`config.mk`:
```
export PLATFORM = sky130hd
export DESIGN_NAME = epc_ctrl
export DESIGN_NICKNAME = d
export VERILOG_FILES = /design/src/design/epc_pkg.sv /design/src/design/epc_timer_if.sv /design/src/design/epc_ctrl.sv /design/src/design/epc_timer.sv
export SDC_FILE = /design/constraint.sdc
export NUM_CORES = 1
export LEC_CHECK = 0
export BUFFER_PORTS_ARGS = -buffer_cell sky130_fd_sc_hd__buf_2
export CAP_MARGIN = 15
export CORE_MARGIN = 5
export CORE_UTILIZATION = 45
export DETAILED_ROUTE_END_ITERATION = 7
export MAX_ROUTING_LAYER = met4
export PLACE_DENSITY_LB_ADDON = 0.05
export SETUP_SLACK_MARGIN = 0.2
export SLEW_MARGIN = 20
export SYNTH_ARGS = -nofsm -noshare
export SYNTH_HDL_FRONTEND = slang
export SYNTH_SLANG_ARGS = --single-unit
```
`constraint.sdc`:
```
create_clock -name ref_clk -period 2.8 [get_ports ref_clk]
set_clock_uncertainty 0.05 [all_clocks]
set_input_delay 0 -clock ref_clk [delete_from_list [all_inputs] [get_ports ref_clk]]
set_output_delay 0 -clock ref_clk [all_outputs]
set_load 0.05 [all_outputs]
```
`src/design/epc_pkg.sv`:
```
// Purpose: constants and types for the nonvolatile memory programmer controller
// Assumes: 20 MHz ref_clk, memory pins driven directly by the controller
// Notes:
// What this block does
// - erase setup: high voltages, address low, data high
// - low write pulse starts chip erase
// - erase verify: every byte must read FF
// - program setup then low write pulse
// - verify each byte right after programming
// - select high ignores program and erase
// - full erase expected within about 100 ms
// - program pulse low 95 to 105 us
// - erase pulse low 95 to 105 us
package epc_pkg;
    localparam int unsigned epc_addr_w = 17;
    localparam int unsigned epc_data_w = 8;
    localparam logic [16:0] epc_last_addr = 17'h1ffff;
    localparam logic [16:0] epc_erase_addr = 17'h00200; // only the id/erase line set
    localparam logic [7:0] epc_erased_byte = 8'hff;
    localparam int unsigned epc_clk_khz = 20000;
    // pulse width, nominal figure in us
    localparam int unsigned epc_pulse_us = 100;
    localparam int unsigned epc_pulse_cyc = epc_pulse_us * epc_clk_khz / 1000;
    // setup and hold around pulses, 2 us least
    localparam int unsigned epc_setup_us = 2;
    localparam int unsigned epc_setup_cyc = (epc_setup_us * epc_clk_khz + 999) / 1000;
    // read settle time, 150 ns least
    localparam int unsigned epc_read_ns = 150;
    localparam int unsigned epc_read_cyc = (epc_read_ns * epc_clk_khz / 1000 + 999) / 1000;
    // erase budget, 100 ms
    localparam int unsigned epc_erase_budget_ms = 100;
    localparam int unsigned epc_erase_budget_cyc = epc_erase_budget_ms * epc_clk_khz;
    localparam int unsigned epc_max_tries = 25;
    localparam int unsigned epc_cnt_w = 22;
    typedef enum logic [2:0] {
        epc_cmd_read,
        epc_cmd_program,
        epc_cmd_erase,
        epc_cmd_id_maker,
        epc_cmd_id_part
    } epc_cmd_t;
    typedef enum logic [1:0] {
        epc_vpp_normal,
        epc_vpp_program,
        epc_vpp_erase
    } epc_vpp_t;
endpackage

```
`src/design/epc_timer_if.sv`:
```
// Purpose: carries a delay request and its completion between controller and timer
// Assumes: single ref_clk domain
// Notes: start is a one-cycle pulse, done a one-cycle pulse
`timescale 1ns/10ps
interface epc_timer_if;
    logic start;
    logic [21:0] cycles;
    logic done;
    modport ctrl (output start, output cycles, input done);
    modport timer (input start, input cycles, output done);
endinterface

```
`src/design/epc_ctrl.sv`:
```
// Purpose: drives an erasable parallel memory through its pins: read, id, program, erase
// Assumes: level shifters turn vpp_sel and id_erase_address_pin_hv into real voltages
// Notes: one command at a time; cmd_ready high while idle
`timescale 1ns/10ps
module epc_ctrl #(
    parameter int unsigned erase_budget_cyc = epc_pkg::epc_erase_budget_cyc
) (
    input wire logic ref_clk,
    input wire logic rst_n,
    input wire logic cmd_valid,
    output logic cmd_ready,
    input wire epc_pkg::epc_cmd_t cmd_op,
    input wire logic [16:0] cmd_addr,
    input wire logic [7:0] cmd_wdata,
    output logic rsp_valid,
    output logic [7:0] rsp_rdata,
    output logic rsp_error,
    output logic [16:0] address_lines,
    output logic id_erase_address_pin_hv,
    output logic [7:0] data_lines_o,
    output logic data_lines_oe,
    input wire logic [7:0] data_lines_i,
    output logic chip_select_n,
    output logic output_gate_n,
    output logic write_pulse_n,
    output epc_pkg::epc_vpp_t vpp_sel
);
    // ****************************************
    // state and timer
    // ****************************************
    typedef enum {
        st_idle, st_setup, st_pulse, st_hold, st_vsetup, st_verify, st_next, st_done
    } epc_state_t;

    epc_state_t state_q;
    epc_pkg::epc_cmd_t op_q;
    logic [16:0] addr_q;
    logic [7:0] wdata_q;
    logic [7:0] tries_q;
    logic [21:0] budget_q;
    logic wait_q;
    logic fail_q;
    epc_timer_if tif ();

    epc_timer u_timer (
        .ref_clk(ref_clk),
        .rst_n(rst_n),
        .tif(tif)
    );

    logic go;
    logic is_write;
    logic verify_ok;
    assign go = cmd_valid && cmd_ready;
    assign cmd_ready = (state_q == st_idle);
    assign is_write = (op_q == epc_pkg::epc_cmd_program) || (op_q == epc_pkg::epc_cmd_erase);
    // erase verify checks FF, program verify checks the written byte
    assign verify_ok = (op_q == epc_pkg::epc_cmd_erase) ?
        (data_lines_i == epc_pkg::epc_erased_byte) : (data_lines_i == wdata_q);

    // ****************************************
    // sequencer
    // ****************************************
    // st_setup to st_verify each advance when the timer reports done; st_next and st_done advance at once
    always_ff @(posedge ref_clk or negedge rst_n)
    begin
        if (!rst_n)
        begin
            state_q <= st_idle;
            op_q <= epc_pkg::epc_cmd_read;
            addr_q <= 17'h0;
            wdata_q <= 8'h0;
            tries_q <= 8'h0;
            wait_q <= 1'b0;
            fail_q <= 1'b0;
        end
        else
        begin
            wait_q <= 1'b0;
            unique case (state_q)
                st_idle:
                    if (go)
                    begin
                        op_q <= cmd_op;
                        // erase starts at address 0, address lines low
                        addr_q <= (cmd_op == epc_pkg::epc_cmd_erase) ? 17'h0 : cmd_addr;
                        wdata_q <= cmd_wdata;
                        tries_q <= 8'h0;
                        fail_q <= 1'b0;
                        wait_q <= 1'b1;
                        state_q <= (cmd_op == epc_pkg::epc_cmd_program ||
                            cmd_op == epc_pkg::epc_cmd_erase) ? st_setup : st_verify;
                    end
                st_setup:
                    if (tif.done)
                    begin
                        wait_q <= 1'b1;
                        tries_q <= tries_q + 8'h1;
                        state_q <= st_pulse;
                    end
                st_pulse:
                    if (tif.done)
                    begin
                        wait_q <= 1'b1;
                        state_q <= st_hold; // pins unchanged until pulse ends
                    end
                st_hold:
                    if (tif.done)
                    begin
                        wait_q <= 1'b1;
                        state_q <= st_vsetup;
                    end
                st_vsetup:
                    if (tif.done)
                    begin
                        wait_q <= 1'b1;
                        state_q <= st_verify;
                    end
                st_verify:
                    if (tif.done)
                    begin
                        if (!is_write)
                            state_q <= st_done;
                        else if (op_q == epc_pkg::epc_cmd_erase && budget_q == 22'h0)
                        begin
                            // a slow erase is a failed erase, even in mid-walk
                            fail_q <= 1'b1;
                            state_q <= st_done;
                        end
                        else if (verify_ok && op_q == epc_pkg::epc_cmd_erase
                            && addr_q != epc_pkg::epc_last_addr)
                            state_q <= st_next; // walk every byte
                        else if (verify_ok)
                            state_q <= st_done;
                        else if (tries_q >= 8'(epc_pkg::epc_max_tries) || budget_q == 22'h0)
                        begin
                            fail_q <= 1'b1;
                            state_q <= st_done;
                        end
                        else
                        begin
                            // retry: another pulse, erase resumes at the failing byte
                            wait_q <= 1'b1;
                            state_q <= st_setup;
                        end
                    end
                st_next:
                begin
                    addr_q <= addr_q + 17'h1;
                    wait_q <= 1'b1;
                    state_q <= st_verify;
                end
                st_done:
                    state_q <= st_idle;
            endcase
        end
    end

    // wait length per state
    always_comb
    begin
        tif.start = wait_q;
        case (state_q)
            st_pulse: tif.cycles = 22'(epc_pkg::epc_pulse_cyc);
            st_verify: tif.cycles = 22'(epc_pkg::epc_read_cyc);
            default: tif.cycles = 22'(epc_pkg::epc_setup_cyc);
        endcase
    end

    // ****************************************
    // erase budget
    // ****************************************
    // counts down while erasing; a fail is reported once spent
    always_ff @(posedge ref_clk or negedge rst_n)
    begin
        if (!rst_n)
            budget_q <= 22'h0;
        else if (go)
            budget_q <= 22'(erase_budget_cyc);
        else if (budget_q != 22'h0 && op_q == epc_pkg::epc_cmd_erase)
            budget_q <= budget_q - 22'h1;
    end

    // ****************************************
    // pin drive
    // ****************************************
    // pins are registered so they change only on state edges
    always_ff @(posedge ref_clk or negedge rst_n)
    begin
        if (!rst_n)
        begin
            chip_select_n <= 1'b1;
            output_gate_n <= 1'b1;
            write_pulse_n <= 1'b1;
            data_lines_oe <= 1'b0;
            data_lines_o <= 8'h0;
            address_lines <= 17'h0;
            id_erase_address_pin_hv <= 1'b0;
            vpp_sel <= epc_pkg::epc_vpp_normal;
        end
        else
        begin
            // idle leaves the part in standby
            chip_select_n <= (state_q == st_idle || state_q == st_done);
            // gate low only for reads and verifies
            output_gate_n <= !(state_q == st_verify || state_q == st_next);
            write_pulse_n <= !(state_q == st_pulse);
            // data driven only with the gate high
            data_lines_oe <= is_write && (state_q == st_setup || state_q == st_pulse ||
                state_q == st_hold);
            data_lines_o <= (op_q == epc_pkg::epc_cmd_erase) ? epc_pkg::epc_erased_byte
                : wdata_q;
            if (op_q == epc_pkg::epc_cmd_erase && state_q != st_verify && state_q != st_next)
                address_lines <= epc_pkg::epc_erase_addr;
            else if (op_q == epc_pkg::epc_cmd_id_maker)
                address_lines <= epc_pkg::epc_erase_addr;
            else if (op_q == epc_pkg::epc_cmd_id_part)
                address_lines <= epc_pkg::epc_erase_addr | 17'h00001;
            else
                address_lines <= addr_q;
            id_erase_address_pin_hv <= (state_q != st_idle) && (op_q == epc_pkg::epc_cmd_id_maker
                || op_q == epc_pkg::epc_cmd_id_part || (op_q == epc_pkg::epc_cmd_erase &&
                (state_q == st_setup || state_q == st_pulse || state_q == st_hold)));
            if (state_q == st_idle)
                vpp_sel <= epc_pkg::epc_vpp_normal;
            else if (op_q == epc_pkg::epc_cmd_erase)
                vpp_sel <= epc_pkg::epc_vpp_erase;
            else if (op_q == epc_pkg::epc_cmd_program)
                vpp_sel <= epc_pkg::epc_vpp_program;
            else
                vpp_sel <= epc_pkg::epc_vpp_normal;
        end
    end

    // ****************************************
    // response
    // ****************************************
    // read data captured at the end of each verify window
    always_ff @(posedge ref_clk or negedge rst_n)
    begin
        if (!rst_n)
        begin
            rsp_valid <= 1'b0;
            rsp_rdata <= 8'h0;
            rsp_error <= 1'b0;
        end
        else
        begin
            rsp_valid <= (state_q == st_done);
            if (state_q == st_verify && tif.done)
                rsp_rdata <= data_lines_i;
            if (state_q == st_done)
                rsp_error <= fail_q;
        end
    end
endmodule

```
`src/design/epc_timer.sv`:
```
// Purpose: counts a requested number of ref_clk cycles
// Assumes: cycles at least 1
// Notes: a new start restarts the count
`timescale 1ns/10ps
module epc_timer (
    input wire logic ref_clk,
    input wire logic rst_n,
    epc_timer_if.timer tif
);
    logic [21:0] cnt_q;
    logic busy_q;
    logic done_q;

    // down counter, done pulses one cycle after the count runs out
    always_ff @(posedge ref_clk or negedge rst_n)
    begin
        if (!rst_n)
        begin
            cnt_q <= 22'h0;
            busy_q <= 1'b0;
            done_q <= 1'b0;
        end
        else
        begin
            done_q <= 1'b0;
            if (tif.start)
            begin
                cnt_q <= tif.cycles - 22'h1;
                busy_q <= 1'b1;
            end
            else if (busy_q)
            begin
                if (cnt_q == 22'h0)
                begin
                    busy_q <= 1'b0;
                    done_q <= 1'b1;
                end
                else
                begin
                    cnt_q <= cnt_q - 22'h1;
                end
            end
        end
    end

    assign tif.done = done_q;
endmodule

```
* Yosys cells after proc, flatten, opt, wreduce, memory -nomap -nowiden *
Cells that the tools add are included.

cells by class
  add/subtract/negate cells = 5
  $lt $le $gt $ge = 1
  mux-type cells = 56
  reductions and logical operators = 40
  eq/ne operators = 35

operators with widths
  kind                                                                     count
  32-bit one-hot mux with 8 select lines                                   1
  32-bit by 3-bit equality test with 1-bit output (second input constant)  6
  32-bit two-way mux                                                       6
  22-bit two-way mux                                                       5
  32-bit by 2-bit equality test with 1-bit output (second input constant)  3
  32-bit by 4-bit equality test with 1-bit output (second input constant)  3
  17-bit two-way mux                                                       5
  32-bit zero test                                                         2
  32-bit by 4-bit != test with 1-bit output (second input constant)        2
  22-bit zero test                                                         2
  22-bit by 1-bit subtractor with 22-bit output (second input constant)    2
  17-bit one-hot mux with 2 select lines                                   1
  32-bit by 1-bit equality test with 1-bit output (second input constant)  1
  32-bit nonzero test                                                      1
  8-bit two-way mux                                                        3
  1-bit two-way mux                                                        23
  11-bit one-hot mux with 2 select lines                                   1
  22-bit nonzero test                                                      1
  3-bit two-way mux                                                        6
  17-bit by 1-bit adder with 17-bit output (second input constant)         1
  17-bit != test (second input constant)                                   1
  8-bit one-hot mux with 2 select lines                                    1
  11-bit by 1-bit subtractor with 12-bit output (second input constant)    1
  1-bit logical AND                                                        11
  other kinds (21)                                                         48

word-level totals
  register bits after elaboration = 158
  word-level logic and storage cells = 159
  output and inout port bits = 43
  input bits = 39

* Longest topological paths before layout *
  word-level depth = 9
  mapped depth = 9
  mapped depth without buffers = 8

* Hierarchy *
From an unflattened synthesis, not the netlist that was laid out.

second synthesis, totals
  cells, all modules = 734
  area total of the unflattened synthesis = 7040.5 um2

modules (own cells, without submodules)
  module     cells an instance  instances  area each (um2)
  epc_ctrl   496                1          5003.5
  epc_timer  238                1          2037.0

* Worst setup path after synthesis *
Ideal clock, no wire load.

  kind = reg-to-reg
  start = reg state_q[1]
  end = reg addr_q[15]
  required time = 2.634 ns
  period minus slack after synthesis = 2.539 ns
  path buffers = 2
  stages on the path, launching flop included = 8
  data arrival time = 2.374 ns
  path slack = 0.261 ns
  cell sequence = dfrtp_1 clkbuf_1 nor3_2 nand2_1 a21oi_1 clkbuf_1 nand2_1 o311ai_0

on the way
  cells in the longest elaborated chain, start to end = 4

ends and longest elaborated chain
  what                           line             source
  start: declaration             epc_ctrl.sv:35   epc_state_t state_q;
  start signal: assignment       epc_ctrl.sv:69   state_q <= st_idle;
  start signal: assignment       epc_ctrl.sv:91   state_q <= (cmd_op == epc_pkg::epc_cmd_program ||
  start signal: assignment       epc_ctrl.sv:99   state_q <= st_pulse;
  32-bit zero test               epc_ctrl.sv:55   assign cmd_ready = (state_q == st_idle);
  via cmd_ready                  epc_ctrl.sv:11   output logic cmd_ready,
  1-bit logical AND              epc_ctrl.sv:54   assign go = cmd_valid && cmd_ready;
  2-bit != test (no line)        -
  2-bit AND reduction (no line)  -
  end signal: assignment         epc_ctrl.sv:86   addr_q <= (cmd_op == epc_pkg::epc_cmd_erase) ? 17'h0 : cmd_addr;
  end signal: assignment         epc_ctrl.sv:149  addr_q <= addr_q + 17'h1;
  end: declaration               epc_ctrl.sv:37   logic [16:0] addr_q;

The timed path passes the listed nets, and every way through them passes these cells.
A chain may end at the register's enable or synchronous reset.

* Worst setup path after layout *
  start = reg op_q[2]
  end = reg state_q[2]

on the way
  cells in the longest elaborated chain, start to end = 9

ends and longest elaborated chain
  what                                            line             source
  start: declaration                              epc_ctrl.sv:36   epc_pkg::epc_cmd_t op_q;
  start signal: assignment                        epc_ctrl.sv:70   op_q <= epc_pkg::epc_cmd_read;
  start signal: assignment                        epc_ctrl.sv:84   op_q <= cmd_op;
  3-bit by 2-bit equality test with 1-bit output  -
  1-bit two-way mux                               epc_ctrl.sv:58   assign verify_ok = (op_q == epc_pkg::epc_cmd_erase) ?
  1-bit logical AND                               epc_ctrl.sv:130  else if (verify_ok && op_q == epc_pkg::epc_cmd_erase
  1-bit logical AND                               epc_ctrl.sv:131  && addr_q != epc_pkg::epc_last_addr)
  3-bit two-way mux                               epc_ctrl.sv:130
  3-bit two-way mux                               epc_ctrl.sv:124  else if (op_q == epc_pkg::epc_cmd_erase && budget_q == 22'h0)
  3-bit two-way mux (*)                           epc_ctrl.sv:122  if (!is_write)
  32-bit two-way mux (*)                          epc_ctrl.sv:120  if (tif.done)
  32-bit one-hot mux with 8 select lines (*)      epc_ctrl.sv:80   unique case (state_q)
  end signal: assignment                          epc_ctrl.sv:123  state_q <= st_done;
  end signal: assignment                          epc_ctrl.sv:128  state_q <= st_done;
  end signal: assignment                          epc_ctrl.sv:132  state_q <= st_next;

Every way passes the cells marked *; elsewhere a longest branch is shown, timed or not. The select of a mux whose other input is x is not followed.

==> flow_metrics.py <==
metrics = {
    "floorplan": {
        "die_w_um": 128,
        "rows": 43,
        "io_pins": 82,
        "die-area_mm2": 0.0164,
        "die_h_um": 128,
        "core_mm2": 0.0138,
        "start_util_pct": 45.4,
    },
    "run_status": {
        "status": "completed",
    },
    "power": {
        "power_mw": 4.12,
        "p_leak_nw": 3.59,
        "power_density_mw_per_mm2": 526,
        "peakVddDrop_mv": 0.402,
    },
    "synth": {
        "ys_seq_area_share_pct": 51.7,
        "syn_area_mm2": 0.00626,
        "ys_ff_latch": 129,
        "syn_inst": 629,
        "synth_area_leader_cell": "dfrtp_1",
        "async_flop_share_pct": 100,
        "synth_flop_cell": "dfrtp_1",
        "synth_top_cell_area_share_pct": 50.4,
        "synth_cell_types": 70,
        "synth_nets": 675,
        "synthTopCellsByArea": "dfrtp_1 (50%), nand2_1 (4.9%), xor2_1 (4.3%), nor2_1 (4.0%), nand3_1 (2.2%)",
        "avgSynthCellArea_um2": 9.95,
        "yosys_warnings": 0,
        "synth_edf_count": 0,
    },
    "global_routing": {
        "grtUsageTotal_pct": 19.4,
        "grt_max_degree": 56,
        "antenna_found_initial": 0,
        "met3_usage_pct": 5.54,
        "met1_usage_pct": 25.6,
        "grt_pass1_vias": 4856,
        "grt-ovfl-total": 0,
        "busiest_layer": "met2",
        "use_met2_pct": 29.5,
        "grt_pass1_wl_mm": 24.4,
    },
    "final_layout": {
        "layout_common_cells": "dfrtp_1 (126), nand2_1 (82), buf_2 (80)",
        "layout_commonest_cell": "dfrtp_1",
        "seqCellArea_mm2": 0.00323,
        "multi_input_area_mm2": 0.00283,
        "layout-drive-gt1-share_pct": 20.3,
        "fillers": 1266,
        "nets": 802,
        "area.growth.synth_to_final_pct": 25.2,
        "n_antenna_cell": 0,
    },
    "worst_setup_path": {
        "reg2reg_from": "op_q[2]$_DFFE_PN0P_",
        "critPathSlowestCell": "or3b_1",
        "path_max_fanout": 10,
        "max_stage_delay_ns": 0.51,
        "crit_path_start": "op_q[2]$_DFFE_PN0P_",
        "path_cells": "or3b_1 > buf_4 > nand2b_1 > nor3_1 > o2111ai_1 > nand3b_1 > o31a_1",
        "crit_end": "state_q[2]$_DFFE_PN0P_",
        "arrival_ns": 2.58,
        "reg2reg_slack_ns": 0.48,
        "r2r-end": "state_q[2]$_DFFE_PN0P_",
        "worstPathRequired_ns": 3.07,
        "cp-end-kind": "register",
        "crit_type": "register to register",
        "reg2reg_depth": 7,
        "critPathLaunchType": "register",
    },
    "cts": {
        "numCtsBuffers": 17,
        "cts_root_buf": "clkbuf_16",
        "cts_tree": "yes",
        "cts_buffer_depth": 2,
        "post_cts_resized": 0,
        "htree_num_levels": 4,
        "clock_sinks": 129,
        "cts_post_setup_buffers_inserted": 0,
        "path_clk_slew_ns": 0.06,
        "clkLatencyLatePin_ns": 0.43,
    },
    "drt": {
        "wl_per_cell_um": 15.6,
        "drtIter0Drc": 299,
        "route.detailed.drc": 0,
        "vias_per_cell": 5.27,
        "vias": 4998,
        "postRouteAntennaNets": 0,
        "wirelength_mm": 14.8,
        "first_pass_iters": 6,
    },
    "timing": {
        "rsz0062_at_grt": "false",
        "finalMaxSlewViolations": 0,
        "setup_violations": 0,
        "post-route-period-util_pct": 82.8,
        "slew_headroom_pct": 57.2,
        "hold_viol": 0,
        "tns_ns": 0,
        "timing.fmax_ghz": 0.431,
        "worstMarginPinSlew_ns": 0.642,
        "period_minus_slack_ns": 2.32,
    },
    "hold_path": {
        "holdCritPathClass": "primary input to async pin",
    },
    "placed_design": {
        "port_buffers": 81,
        "gp_congestion": 0.826,
        "dp_hpwl_mm": 10.0,
    },
    "flow_run": {
        "max_cap_viol_count": 0,
    },
}
-- cells in the mapped netlist (all sizes together) (3+ instances only) --
library cell / number
clkbuf: 17
nand2b: 14
buf: 11
and2: 18
nand4: 7
a31oi: 5
o21ai: 28
nor2: 67
dfrtp: 126
o21a: 3
ha: 7
a21oi: 19
nand3b: 5
o31ai: 3
or4: 5
a211oi: 8
xnor2: 13
nor4: 8
or3: 7
nand3: 27
mux2: 8
dfstp: 3
or3b: 4
o311ai: 3
nor3b: 3
nand2: 82
o31a: 3
nor3: 19
inv: 16
o211ai: 9
a311oi: 3
and3: 10
xor2: 31
nor4b: 4
a221o: 3
a22oi: 3
-- worst min path at each step --
stage / to / slack [ns] / depth (start not counted)
floorplan: addr_q[0]$_DFFE_PN0P_ / -0.35 / 0
global placement: address_lines[8]$_DFF_PN0_ / 0.02 / 1
detailed placement: address_lines[8]$_DFF_PN0_ / 0.02 / 1
CTS: address_lines[4]$_DFF_PN0_ / 0.11 / 2
global route: address_lines[8]$_DFF_PN0_ / 0.16 / 2
finish: address_lines[8]$_DFF_PN0_ / 0.09 / 2
-- cell families (layout without fill, tap and decap cells) --
| kind of cell | Yosys count | count (layout) | synth area share, % |
|---|---|---|---|
| AND/OR/NAND/NOR | 293 | 293 | 24.5 |
| flip-flops | 129 | 129 | 51.7 |
| AO/OA/AOI/OAI | 102 | 102 | 11.4 |
| XOR/XNOR | 44 | 44 | 6.16 |
| buffers and inverters | 44 | 184 | 3.10 |
| multiplexers | 10 | 10 | 1.76 |
| adder cells (fa/ha/maj) | 7 | 7 | 1.40 |
-- per-stage QoR --
step | instance area [um2] | setup slack (ns) | util, % | hold WS [ns] | std cells
finish | 7840 | 0.482 | 56.9 | 0.0912 | 949
global route | 7840 | 0.268 | 56.9 | 0.159 | 949
CTS | 7840 | 0.414 | 56.9 | 0.112 | 949
detailed placement | 6900 | 0.434 | 50.1 | 0.0223 | 879
global placement | 6900 | 0.508 | 50.1 | 0.0172 | 879
floorplan | 6260 | 0.261 | - | -0.346 | 629
-- worst max-delay path, delay by kind of cell (launching register included) --
family,cells,cell delay (ns)
flops,1,0.48
simple gates,4,0.84
buf+inv,1,0.22
compound gates,2,0.60
-- power by group --
part | switching, mW | internal, mW | total [mW]
clock network | 0.796 | 1.29 | 2.09
registers | 0.00248 | 1.87 | 1.87
logic | 0.0867 | 0.0709 | 0.158
-- metal layers --
| metal | vias to the layer above | routed length (um) |
|---|---|---|
| met2 | 111 | 6820 |
| met1 | 2415 | 7080 |
| li1 | 2459 | - |
| met3 | 13 | 756 |
| met5 | - | 0 |
| met4 | 0 | 140 |
-- sequential cells by signal (all words and copies together), names as in the netlist, 2 cells and up --
signal and cells:
tries_q 8, wdata_q 8, budget_q 22, rsp_rdata 8, u_timer.cnt_q 22, data_lines_o 8, address_lines 17, op_q 3
addr_q 17, state_q 3, vpp_sel 2
-- timing repair --
action / in CTS / in global routing
endpoints found under the hold margin: 86 / 0
hold buffers: 38 / 0
endpoints found under the setup margin: 0 / 1
-- layout make-up --
class | count | share of cell area, %
flip-flops and latches | 129 | 41.2
inverters | 16 | 0.767
clock inverters | 4 | 0.287
well taps | 180 | 2.87
clock buffers | 28 | 6.85
multi-input cells | 456 | 36.1
repair buffers | 136 | 11.8
Note: power is estimated with default switching activity, not from simulation.
